**src/hsc_pkg.sv**
```systemverilog
// Package for the host special-cycle and SMM steering block.
// Assumes a single 100 MHz system bus clock and Avalon-MM register access.
package hsc_pkg;
  localparam logic [7:0] SC_NOP = 8'h00;
  localparam logic [7:0] SC_SHUTDOWN = 8'h01;
  localparam logic [7:0] SC_FLUSH = 8'h02;
  localparam logic [7:0] SC_HALT = 8'h03;
  localparam logic [7:0] SC_SYNC = 8'h04;
  localparam logic [7:0] SC_FLUSH_ACK = 8'h05;
  localparam logic [7:0] SC_STOPCLK_ACK = 8'h06;
  localparam logic [7:0] SC_SMI_ACK = 8'h07;
  localparam logic [1:0] TP_ACCEPT = 2'h0;
  localparam logic [1:0] TP_HARDFAIL = 2'h1;
  localparam logic [1:0] TP_RETRY = 2'h2;
  localparam logic [1:0] TP_DEFER = 2'h3;
  // Response codes on the resp bus
  localparam logic [1:0] RESP_NORMAL = 2'h0;
  localparam logic [1:0] RESP_RETRY = 2'h1;
  localparam logic [1:0] RESP_DEFER = 2'h2;
  // Forwarded PCI special cycle kinds
  localparam logic [1:0] PCI_SC_HALT = 2'h1;
  localparam logic [1:0] PCI_SC_STOPGRANT = 2'h2;
  // Init pulse timing
  localparam int CLK_MHZ = 100;
  localparam int INIT_MIN_CLOCKS = 4;
  localparam logic [3:0] INIT_CYCLES = 4'(INIT_MIN_CLOCKS);
  // Register map, byte addresses
  localparam logic [3:0] REG_SMM_CTRL = 4'h0;
  localparam logic [3:0] REG_SMM_BASE = 4'h4;
  localparam logic [3:0] REG_SMM_SIZE = 4'h8;
  localparam logic [3:0] REG_STATUS = 4'hc;
  // Control field positions
  localparam int CTRL_ENABLE = 0;
  localparam int CTRL_OPEN = 1;
  localparam int CTRL_CODE = 2;
  localparam int CTRL_LOCK = 3;
  // Window in 64 KB units; base A000h in a 16-bit segment view is address A0000h -> unit 0ah
  localparam logic [19:0] SMM_BASE_RST = 20'h0000a;
  localparam logic [7:0] SMM_SIZE_RST = 8'h01;
  localparam logic [31:0] BAD_ADDR_DATA = 32'hdeadbeef;

  typedef enum logic [2:0] {TK_NONE, TK_BRTRACE, TK_SPECIAL, TK_MEM, TK_OTHER} hsc_kind_t;

  // Request seen by the host bus request phase logic
  typedef struct packed {
    logic valid;
    hsc_kind_t kind;
    logic [35:3] first_phase_address;
    logic [15:8] second_phase_type_bits;
    logic smm_request_flag;
    logic code_fetch;
  } hsc_req_t;

  // Response handed back to the host bus
  typedef struct packed {
    logic valid;
    logic [1:0] code;
  } hsc_resp_t;

  typedef struct packed {
    logic smm_space_enable;
    logic open;
    logic code_only;
    logic smm_window_lock;
  } hsc_smm_ctl_t;
endpackage : hsc_pkg

```
**src/hsc_smm_route.sv**
```systemverilog
// SMM window steering decode.
// Assumes the address is a host physical address and the controls are stable registers.
`timescale 1ns/1ps
module hsc_smm_route (
  input wire hsc_pkg::hsc_smm_ctl_t ctl,
  input wire logic [19:0] base_64k,
  input wire logic [7:0] size_64k,
  input wire logic [35:3] addr,
  input wire logic smm_request_flag,
  input wire logic code_fetch,
  output logic in_window,
  output logic steer_valid,
  output logic to_dram
);
  wire [35:16] unit = addr[35:16];
  wire [20:0] top = {1'b0, base_64k} + {13'h0000, size_64k};
  // Lock removes the open override, so a locked window cannot be reopened
  wire open_eff = ctl.open & ~ctl.smm_window_lock;
  wire closed_dram = ctl.code_only ? (smm_request_flag & code_fetch) : smm_request_flag;

  // Window grows from the base in whole 64 KB units
  assign in_window = ({1'b0, unit} >= {1'b0, base_64k}) && ({1'b0, unit} < top);
  // Steering only applies with the master enable set
  assign steer_valid = ctl.smm_space_enable & in_window;
  assign to_dram = open_eff ? 1'b1 : closed_dram;
endmodule : hsc_smm_route

```
**src/hsc_special_cycle.sv**
```systemverilog
// Host bus special cycle, SMM and third-party response logic.
// Assumes decoded host requests, snoop phase timing from the bus tracker, and a compat PCI forwarder.
//
// Chosen here: the register offsets and the Avalon-MM interface to the registers.
`timescale 1ns/1ps
module hsc_special_cycle (
  input wire logic sys_clk,
  input wire logic rst_n,
  // Avalon-MM slave
  input wire logic [3:0] avs_address,
  input wire logic avs_read,
  input wire logic avs_write,
  input wire logic [31:0] avs_writedata,
  output logic [31:0] avs_readdata,
  output logic avs_waitrequest,
  // Host request phase
  input wire hsc_pkg::hsc_req_t req,
  // Snoop phase last cycle and the third-party code pin
  input wire logic snoop_last,
  input wire logic [1:0] intervention_code,
  // Host response
  output hsc_pkg::hsc_resp_t resp,
  output logic init_out_n,
  output logic smm_active_out,
  // SMM steering result
  output logic smm_steer_valid,
  output logic smm_to_dram,
  // Compat PCI bus 0A special cycle forwarder
  output logic compat_pci_req,
  output logic [1:0] compat_pci_kind,
  input wire logic compat_pci_master_abort,
  input wire logic compat_pci_ready
);
  typedef enum logic [1:0] {ST_IDLE, ST_PCI_REQ, ST_PCI_WAIT} hsc_state_t;

  hsc_state_t state_r;
  hsc_state_t state_nxt;
  logic rst_s1_r;
  logic rst_s2_r;
  logic [1:0] tp_s1_r;
  logic [1:0] tp_s2_r;
  logic abort_s1_r;
  logic abort_s2_r;
  logic rdy_s1_r;
  logic rdy_s2_r;
  hsc_pkg::hsc_smm_ctl_t ctl_r;
  logic [19:0] base_r;
  logic [7:0] size_r;
  logic smm_act_r;
  logic [3:0] init_cnt_r;
  logic [1:0] pci_kind_r;
  hsc_pkg::hsc_resp_t resp_r;
  hsc_pkg::hsc_resp_t resp_nxt;
  logic [31:0] rdata_r;
  logic [1:0] pending_kind_r;
  logic retire_now;
  logic in_window;

  // Release reset through two flops so all logic leaves reset together
  always_ff @(posedge sys_clk or negedge rst_n)
  begin
    if (!rst_n)
    begin
      rst_s1_r <= 1'b0;
      rst_s2_r <= 1'b0;
    end
    else
    begin
      rst_s1_r <= 1'b1;
      rst_s2_r <= rst_s1_r;
    end
  end

  wire rst_in_n = rst_s2_r;

  // Pin inputs from outside agents pass two flops before use
  always_ff @(posedge sys_clk or negedge rst_in_n)
  begin
    if (!rst_in_n)
    begin
      tp_s1_r <= 2'h0;
      tp_s2_r <= 2'h0;
      abort_s1_r <= 1'b0;
      abort_s2_r <= 1'b0;
      rdy_s1_r <= 1'b0;
      rdy_s2_r <= 1'b0;
    end
    else
    begin
      tp_s1_r <= intervention_code;
      tp_s2_r <= tp_s1_r;
      abort_s1_r <= compat_pci_master_abort;
      abort_s2_r <= abort_s1_r;
      rdy_s1_r <= compat_pci_ready;
      rdy_s2_r <= rdy_s1_r;
    end
  end

  // Special cycle type decode uses only the second phase bits
  wire is_special = req.valid && (req.kind == hsc_pkg::TK_SPECIAL);
  wire [7:0] sc_type = req.second_phase_type_bits;
  wire sc_nop = is_special && (sc_type == hsc_pkg::SC_NOP);
  wire sc_shutdown = is_special && (sc_type == hsc_pkg::SC_SHUTDOWN);
  wire sc_halt = is_special && (sc_type == hsc_pkg::SC_HALT);
  wire sc_stopclk = is_special && (sc_type == hsc_pkg::SC_STOPCLK_ACK);
  wire sc_smi_ack = is_special && (sc_type == hsc_pkg::SC_SMI_ACK);
  wire sc_retire_only = is_special && ((sc_type == hsc_pkg::SC_FLUSH) || (sc_type == hsc_pkg::SC_SYNC)
                        || (sc_type == hsc_pkg::SC_FLUSH_ACK));
  // Reserved codes are simply retired so the bus never hangs on them
  wire sc_reserved = is_special && (sc_type > hsc_pkg::SC_SMI_ACK);
  wire brtrace = req.valid && (req.kind == hsc_pkg::TK_BRTRACE);
  wire fwd_pci = (sc_halt || sc_stopclk) && (state_r == ST_IDLE);
  wire immediate = brtrace || sc_nop || sc_shutdown || sc_retire_only || sc_reserved || sc_smi_ack;
  wire tp_sample = snoop_last && req.valid && (req.kind == hsc_pkg::TK_MEM);

  // Forwarded cycle sequence: request PCI, then wait for master abort
  always_comb
  begin
    state_nxt = state_r;
    case (state_r)
      ST_IDLE:
      begin
        if (fwd_pci)
        begin
          state_nxt = ST_PCI_REQ;
        end
      end
      ST_PCI_REQ:
      begin
        if (rdy_s2_r)
        begin
          state_nxt = ST_PCI_WAIT;
        end
      end
      ST_PCI_WAIT:
      begin
        if (abort_s2_r)
        begin
          state_nxt = ST_IDLE;
        end
      end
      default:
      begin
        state_nxt = ST_IDLE;
      end
    endcase
  end

  assign retire_now = (state_r == ST_PCI_WAIT) && abort_s2_r;

  // Response selection; the device always drives the answer itself
  always_comb
  begin
    resp_nxt = '0;
    if (tp_sample)
    begin
      resp_nxt.valid = 1'b1;
      case (tp_s2_r)
        hsc_pkg::TP_RETRY: resp_nxt.code = hsc_pkg::RESP_RETRY;
        hsc_pkg::TP_DEFER: resp_nxt.code = hsc_pkg::RESP_DEFER;
        // Hard fail is unsupported and treated as accept
        default: resp_nxt.code = hsc_pkg::RESP_NORMAL;
      endcase
    end
    else if (immediate || retire_now)
    begin
      resp_nxt.valid = 1'b1;
      resp_nxt.code = hsc_pkg::RESP_NORMAL;
    end
  end

  always_ff @(posedge sys_clk or negedge rst_in_n)
  begin
    if (!rst_in_n)
    begin
      state_r <= ST_IDLE;
      resp_r <= '0;
      pending_kind_r <= 2'h0;
    end
    else
    begin
      state_r <= state_nxt;
      resp_r <= resp_nxt;
      if (fwd_pci)
      begin
        pending_kind_r <= sc_halt ? hsc_pkg::PCI_SC_HALT : hsc_pkg::PCI_SC_STOPGRANT;
      end
    end
  end

  // Kind is held stable for the whole forwarded cycle
  always_ff @(posedge sys_clk or negedge rst_in_n)
  begin
    if (!rst_in_n)
    begin
      pci_kind_r <= 2'h0;
    end
    else
    begin
      pci_kind_r <= (state_nxt == ST_IDLE) ? 2'h0 : (fwd_pci ? (sc_halt ? hsc_pkg::PCI_SC_HALT
                    : hsc_pkg::PCI_SC_STOPGRANT) : pending_kind_r);
    end
  end

  // Init pulse: a new shutdown restarts the full count
  always_ff @(posedge sys_clk or negedge rst_in_n)
  begin
    if (!rst_in_n)
    begin
      init_cnt_r <= 4'h0;
    end
    else if (sc_shutdown)
    begin
      init_cnt_r <= hsc_pkg::INIT_CYCLES;
    end
    else if (init_cnt_r != 4'h0)
    begin
      init_cnt_r <= init_cnt_r - 4'h1;
    end
  end

  // SMM active follows the flag seen on each SMI acknowledge
  always_ff @(posedge sys_clk or negedge rst_in_n)
  begin
    if (!rst_in_n)
    begin
      smm_act_r <= 1'b0;
    end
    else if (sc_smi_ack)
    begin
      smm_act_r <= req.smm_request_flag;
    end
  end

  // Register writes; lock freezes the window definition once set
  wire wr_ok = avs_write && !ctl_r.smm_window_lock;
  always_ff @(posedge sys_clk or negedge rst_in_n)
  begin
    if (!rst_in_n)
    begin
      ctl_r <= '0;
      base_r <= hsc_pkg::SMM_BASE_RST;
      size_r <= hsc_pkg::SMM_SIZE_RST;
    end
    else
    begin
      if (avs_write && (avs_address == hsc_pkg::REG_SMM_CTRL))
      begin
        ctl_r.smm_space_enable <= ctl_r.smm_window_lock ? ctl_r.smm_space_enable : avs_writedata[hsc_pkg::CTRL_ENABLE];
        ctl_r.open <= avs_writedata[hsc_pkg::CTRL_OPEN];
        ctl_r.code_only <= ctl_r.smm_window_lock ? ctl_r.code_only : avs_writedata[hsc_pkg::CTRL_CODE];
        // Lock is sticky until reset
        ctl_r.smm_window_lock <= ctl_r.smm_window_lock | avs_writedata[hsc_pkg::CTRL_LOCK];
      end
      if (wr_ok && (avs_address == hsc_pkg::REG_SMM_BASE))
      begin
        base_r <= avs_writedata[19:0];
      end
      if (wr_ok && (avs_address == hsc_pkg::REG_SMM_SIZE))
      begin
        size_r <= (avs_writedata[7:0] == 8'h00) ? hsc_pkg::SMM_SIZE_RST : avs_writedata[7:0];
      end
    end
  end

  // Read mux; unmapped offsets return a marker value
  wire [31:0] rd_mux = (avs_address == hsc_pkg::REG_SMM_CTRL) ? {28'h0000000, ctl_r.smm_window_lock,
                       ctl_r.code_only, ctl_r.open, ctl_r.smm_space_enable}
                     : (avs_address == hsc_pkg::REG_SMM_BASE) ? {12'h000, base_r}
                     : (avs_address == hsc_pkg::REG_SMM_SIZE) ? {24'h000000, size_r}
                     : (avs_address == hsc_pkg::REG_STATUS) ? {27'h0000000, (state_r != ST_IDLE),
                       pending_kind_r, (init_cnt_r != 4'h0), smm_act_r}
                     : hsc_pkg::BAD_ADDR_DATA;

  logic rd_done_r;
  // Reads take one wait cycle so data come from a flop
  always_ff @(posedge sys_clk or negedge rst_in_n)
  begin
    if (!rst_in_n)
    begin
      rd_done_r <= 1'b0;
      rdata_r <= 32'h00000000;
    end
    else
    begin
      rd_done_r <= avs_read && !rd_done_r;
      if (avs_read && !rd_done_r)
      begin
        rdata_r <= rd_mux;
      end
    end
  end

  assign avs_waitrequest = avs_read && !rd_done_r;
  assign avs_readdata = rdata_r;

  hsc_smm_route u_route (
    .ctl(ctl_r),
    .base_64k(base_r),
    .size_64k(size_r),
    .addr(req.first_phase_address),
    .smm_request_flag(req.smm_request_flag),
    .code_fetch(req.code_fetch),
    .in_window(in_window),
    .steer_valid(smm_steer_valid),
    .to_dram(smm_to_dram)
  );

  // Outputs; forwarded special cycles target compat PCI bus 0A only
  assign compat_pci_req = (state_r == ST_PCI_REQ);
  assign compat_pci_kind = pci_kind_r;
  assign resp = resp_r;
  assign init_out_n = (init_cnt_r == 4'h0);
  assign smm_active_out = smm_act_r;
endmodule : hsc_special_cycle

```
**config.mk**
```make
export PLATFORM = sky130hd
export DESIGN_NAME = hsc_special_cycle
export DESIGN_NICKNAME = d
export VERILOG_FILES = /design/src/hsc_pkg.sv /design/src/hsc_smm_route.sv /design/src/hsc_special_cycle.sv
export SDC_FILE = /design/constraint.sdc
export NUM_CORES = 1
export LEC_CHECK = 0
export BUFFER_PORTS_ARGS = -buffer_cell sky130_fd_sc_hd__clkbuf_2
export CAP_MARGIN = 20
export CORE_MARGIN = 3
export CORE_UTILIZATION = 36
export CTS_BUF_LIST = sky130_fd_sc_hd__clkbuf_16
export DETAILED_ROUTE_END_ITERATION = 8
export GPL_ROUTABILITY_DRIVEN = 0
export GPL_TIMING_DRIVEN = 0
export PLACE_DENSITY = 0.65
export SLEW_MARGIN = 20
export SYNTH_ARGS = -nofsm -noshare
export SYNTH_HDL_FRONTEND = slang
export SYNTH_HIERARCHICAL = 1
export SYNTH_SLANG_ARGS = --single-unit
export TNS_END_PERCENT = 20
```
**constraint.sdc**
```tcl
create_clock -name sys_clk -period 5.11 [get_ports sys_clk]
set_input_delay 0.2555 -clock sys_clk [delete_from_list [all_inputs] [get_ports sys_clk]]
set_output_delay 0.2555 -clock sys_clk [all_outputs]
set_load 0.02 [all_outputs]
```
==> out/qor.yml, run 1 <==
cts_root_buf: "clkbuf_16"
cp_top_family: "compound AO/OA/AOI/OAI gates"
cts_tree: "done"
ant_nets: 0
worstPathRequired_ns: 4.85
path_buf_inv: 1
max_slew_margin: 0.5123
grt_util_all_layers: 0.1625
p_per_area_nw_per_um2: 396.3
finalNetCount: 720
endpoint_kind: "output port"
port_buffers: 104
dr_total_vias: 3800
cp.arrival_ns: 4.42
finalCritPeriodShare: 0.9156
core_area_um2: 12720
hp-class: "in -> reg"
power_leakage_nw: 2.827
dr.pass1.iters: 4
grt_pass1_wl_um: 18870
cts_buffer_depth: 2
die_x_um: 120.7
path_cells: "ha_1 -> a21o_1 -> a21oi_1 -> o21ai_0 -> a31oi_1 -> nor3_1 -> xnor2_1 -> ha_1 -> nand3_1 -> or4_1 -> nor3_1 -> a211oi_1 -> a41oi_2 -> a2111oi_2 -> clkbuf_2"
antenna_found_initial: 0
setup_tns_ns: 0
fin_crit_ns: 4.679
critPathMaxFanout: 6
finClkSkew_ns: 0.007655
ios: 135
drive_gt1_frac: 0.3202
routedWlPerCell_um: 15.11
start_util: 0.3725
syn_area_per_cell_um2: 10.33
whs_ns: 0.02712
row_count: 41
irDropWorstVdd_v: 0.0002265
criticalPathCategory: "reg -> out"
diodes: 0
ys_warn_count: 6
drc: 0
place_hpwl_um: 9277
worst_path_max_delay_cell: "a31oi_1"
syn_area_um2: 4740
via_per_inst: 5.026
die_h_um: 120.7
cts_sinks: 78
grt_overflow: 0
outcome: "finished clean"
slowest_delay_ns: 0.58
grt_pass1_vias: 3859
synthCells: 459
clkSlewWorstSetupHoldPaths_ns: 0.06
fin_ws_ns: 0.4310
hold_viol: 0
final-setup-viol-count: 0
htreeDepth: 3
critPathLaunchType: "flip-flop"
tightest_slew_ns: 0.7213
drv_cap: 0
pre_cts_ws_ns: 0.8159
cts_resized: 0
grt_max_degree: 41
cts_made_buffers: 9
die_area_um2: 14580
clock_latency_ns: 0.33
finalMaxSlewViolations: 0
power_mw: 2.313
drt_iter0_drc: 232
rsz0062_at_grt: "no"
areaGrowthSynthToFinish_pct: 23.13
wirelength_um: 11420
fmax_ghz: 0.2137
## timing repair
item                                    in CTS  in global routing
setup buffers                                0                  0
hold buffers                                 1                  0
hold endpoints to repair                     2                  0
endpoints found under the setup margin       0                  0
## state kept, by name, indices dropped and copies added (netlist names)
name	cells
avs_readdata	21
base_r	20
size_r	8
ctl_r	4
init_cnt_r	4
resp	3
compat_pci_kind	2
pending_kind_r	2
state_r	2
tp_s1_r	2
tp_s2_r	2
abort_s1_r	1
abort_s2_r	1
rd_done_r	1
rdy_s1_r	1
rdy_s2_r	1
rst_in_n	1
rst_s1_r	1
smm_active_out	1
## where the power goes
group	switching [mW]	total (mW)	internal, mW
combinational	0.431	0.803	0.372
sequential	0.113	0.840	0.726
clock	0.246	0.671	0.425
total	0.790	2.31	1.52
## cell usage in the layout, fill, tap and decap left out, types with 7 or more instances in the layout
cell type	n
clkbuf_2	104
dfrtp_1	74
ha_1	48
nand2_1	42
o21ai_0	35
inv_1	34
mux2_2	31
a21oi_1	29
nor2_1	18
xnor2_1	15
buf_4	11
clkbuf_16	9
nor3_1	8
clkbuf_1	7
## cell type report
class / instances / area (µm²)
Buffer: 21 / 123.9
Inverter: 34 / 127.6
Tap cell: 172 / 215.2
Timing Repair Buffer: 106 / 550.5
Sequential cell: 78 / 1959
Clock buffer: 9 / 225.2
Multi-Input combinational cell: 329 / 2544
Fill cell: 1246 / 6887
Clock inverter: 7 / 90.09
## path summary, 6_finish.rpt
kind                                             from                      endpoint  slack [ns]  depth (start not counted)
worst max-delay path            base_r[1]$_DFFE_PN1P_               smm_steer_valid        0.43                         15
worst min-delay path             intervention_code[1]          tp_s1_r[1]$_DFF_PN0_        0.03                          1
worst max register to register   ctl_r[0]$_DFFE_PN0P_         size_r[3]$_DFFE_PN0P_        3.26                          4
worst min register to register     rst_in_n$_DFF_PN0_  avs_readdata[17]$_DFFE_PN0P_        0.30                          0
max in group asynchronous          rst_in_n$_DFF_PN0_         base_r[3]$_DFFE_PN1P_        4.17                          1
min in group asynchronous                       rst_n            rst_in_n$_DFF_PN0_        0.24                          2
## worst reg2reg max path, stage by stage, from the launching register on
cell and delay, ns:
dfrtp_1 0.43, nor2b_1 0.27, and4b_1 0.23, clkbuf_1 0.41, mux2_2 0.39
## per-layer routing
| metal | GRT usage | up-vias | routed length (µm) |
|---|---|---|---|
| met3 | 0.04256 | 10 | 763 |
| li1 | - | 1874 | - |
| met1 | 0.2219 | 1803 | 5220 |
| met4 | 0.03045 | 0 | 89 |
| met2 | 0.2630 | 113 | 5349 |
| met5 | 0 | - | 0 |
## per-stage QoR
| stage | cells | area (µm²) | utilization |
|---|---|---|---|
| floorplan | 462 | 4751 | - |
| global placement | 738 | 5487 | 0.4313 |
| detailed placement | 739 | 5510 | 0.4331 |
| CTS | 756 | 5836 | 0.4587 |
| global route | 756 | 5836 | 0.4587 |
| finish | 756 | 5836 | 0.4587 |
No activity file was read; power rests on OpenSTA's default activity.
==> run 2, diff against run 1 <==
- PLACE_DENSITY: 0.65 -> 0.67
- REMOVE_ABC_BUFFERS: not set -> 1
- clock period: 5.11 -> 3.9 ns (I/O delays scaled with it)
==> run 2 against run 1 <==
The run now ends with negative setup slack left. Hold slack better by 0.066 ns. Via count is 1.2% higher. Critical path type unchanged. Highest routed layer unchanged. Largest cell class unchanged. Count of clock-buffer cells in the layout stayed put. Sequential power is 31% higher.
==> out/qor.yml, run 2 (synthesis gave the netlist of run 1 again) <==
outcome: "complete, but fails checks"
failed_checks: "negative setup slack"
port_buffers: 105
pre_cts_ws_ns: -0.2748
cts_made_buffers: 9
grt_max_degree: 40
path_cells: "ha_4 -> inv_2 -> fa_2 -> nor2b_2 -> o31a_1 -> o31ai_4 -> a21oi_4 -> nand3_2 -> xnor2_2 -> ha_1 -> nand4_1 -> or4_4 -> nor3_4 -> a211oi_2 -> a41oi_2 -> a2111oi_2 -> buf_4"
diodes: 0
areaGrowthSynthToFinish_pct: 23.71
drc: 0
power_leakage_nw: 2.821
cts_root_buf: "clkbuf_16"
layout_common_cells: "clkbuf_2, dfrtp_1, ha_1"
largest_register_ffs: 21
fin_crit_ns: 4.398
final-setup-viol-count: 1
ios: 135
worst_path_max_delay_cell: "or4_4"
worstPathRequired_ns: 3.70
slowest_delay_ns: 0.59
rsz0062_at_grt: "yes"
finalCritPeriodShare: 1.128
htreeDepth: 3
fin_util: 0.4609
row_count: 41
dr.pass1.iters: 4
grt_util_all_layers: 0.1691
cts_tree: "done"
wirelength_um: 11940
die_x_um: 120.7
max_slew_margin: 0.2793
tightest_slew_ns: 1.078
clkSlewWorstSetupHoldPaths_ns: 0.06
via_per_inst: 5.135
drt_iter0_drc: 226
critPathMaxFanout: 5
fmax_ghz: 0.2274
finalMaxSlewViolations: 0
drv_cap: 0
irDropWorstVdd_v: 0.0003267
clock_latency_ns: 0.33
start_util: 0.3725
antenna_found_initial: 0
multiInputGateArea_um2: 2629
cts_buffer_depth: 2
hold_viol: 0
cts_sinks: 78
fill_cells: 1240
grt_pass1_vias: 3875
fin_ws_ns: -0.4984
cp.arrival_ns: 4.20
ant_nets: 0
hp-class: "in -> reg"
die_area_um2: 14580
grt_pass1_wl_um: 19400
routedWlPerCell_um: 15.94
drive_gt1_frac: 0.3414
finClkSkew_ns: 0.004048
die_h_um: 120.7
setup_tns_ns: -0.4984
worst_hold_path.num_cells: 2
reg2regPathDepth: 4
place_hpwl_um: 9158
dr_total_vias: 3846
finalNetCount: 714
criticalPathCategory: "reg -> out"
critPathLaunchType: "flip-flop"
seq_area_um2: 1959
endpoint_kind: "output port"
layout_commonest_cell: "clkbuf_2"
grt_overflow: 0
p_per_area_nw_per_um2: 508.4
core_area_um2: 12720
-- run 2: changes by cell type in the layout (fill, tap and decap cells not counted), moves of 2 or more --
cell | before | now
clkbuf_1 | 7 | 0
dlygate4sd3_1 | 1 | 5
buf_2 | 3 | 0
nand3_1 | 6 | 3
nand3_2 | 0 | 3
a21oi_1 | 29 | 27
a21oi_2 | 0 | 2
bufinv_16 | 2 | 0
clkinv_1 | 0 | 2
inv_1 | 34 | 32
-- run 2: where the power goes --
group	internal, mW	switching, mW
clock	0.419	0.313
combinational	0.532	0.614
sequential	0.952	0.152
-- run 2: timing repair --
action	in CTS	in global routing
endpoints found under the hold margin	6	0
hold buffers	5	0
pin swaps	16	12
setup endpoints to repair	1	1
resized for setup	18	4
buffers inserted	7	3
-- run 2: final timing paths --
check,end,start,slack (ns)
max in group asynchronous,rd_done_r$_DFF_PN0_,rst_in_n$_DFF_PN0_,3.02
hold reg to reg,avs_readdata[30]$_DFFE_PN0P_,rst_in_n$_DFF_PN0_,0.31
setup reg to reg,avs_readdata[1]$_DFFE_PN0P_,rd_done_r$_DFF_PN0_,1.73
setup / recovery,smm_steer_valid,size_r[0]$_DFFE_PN1P_,-0.50
min in group asynchronous,rst_in_n$_DFF_PN0_,rst_n,0.18
hold / removal,base_r[15]$_DFFE_PN0P_,avs_writedata[15],0.09
-- run 2: per-stage QoR --
| step | hold slack (ns) | instances | total power, mW | instance area, µm² |
|---|---|---|---|---|
| after detailed placement | -0.01683 | 719 | 2.152 | 5391 |
| after global placement | -0.01881 | 718 | 2.086 | 5368 |
| final | 0.09332 | 749 | 2.981 | 5863 |
| after global routing | 0.08449 | 749 | 3.210 | 5863 |
| after floorplan | -0.1006 | 441 | 1.833 | 4627 |
| after CTS | 0.08050 | 746 | 2.968 | 5823 |
-- run 2: layout make-up --
cell class,instances,share of cell area
clock buffer,9,0.03841
timing repair buffer,121,0.1155
multi-input combinational,329,0.4484
clock inverter,6,0.005122
sequential,78,0.3342
tap,172,0.03671
inverter,34,0.02177
-- run 2: metal layers --
metal	routed length, µm	up-vias	GRT usage
li1	-	1862	-
met1	5272	1856	0.2157
met2	5790	108	0.2889
met3	614	20	0.03882
met4	259	0	0.04533
met5	0	-	0
-- run 2: critical path, delay by kind of cell (launching register included) --
| kind | cells | cell delay [ns] |
|---|---|---|
| flops | 1 | 0.56 |
| fa+ha+maj | 3 | 0.79 |
| xor+xnor | 1 | 0.19 |
| compound gates | 6 | 0.92 |
| buf+inv | 2 | 0.22 |
| simple gates | 5 | 1.20 |
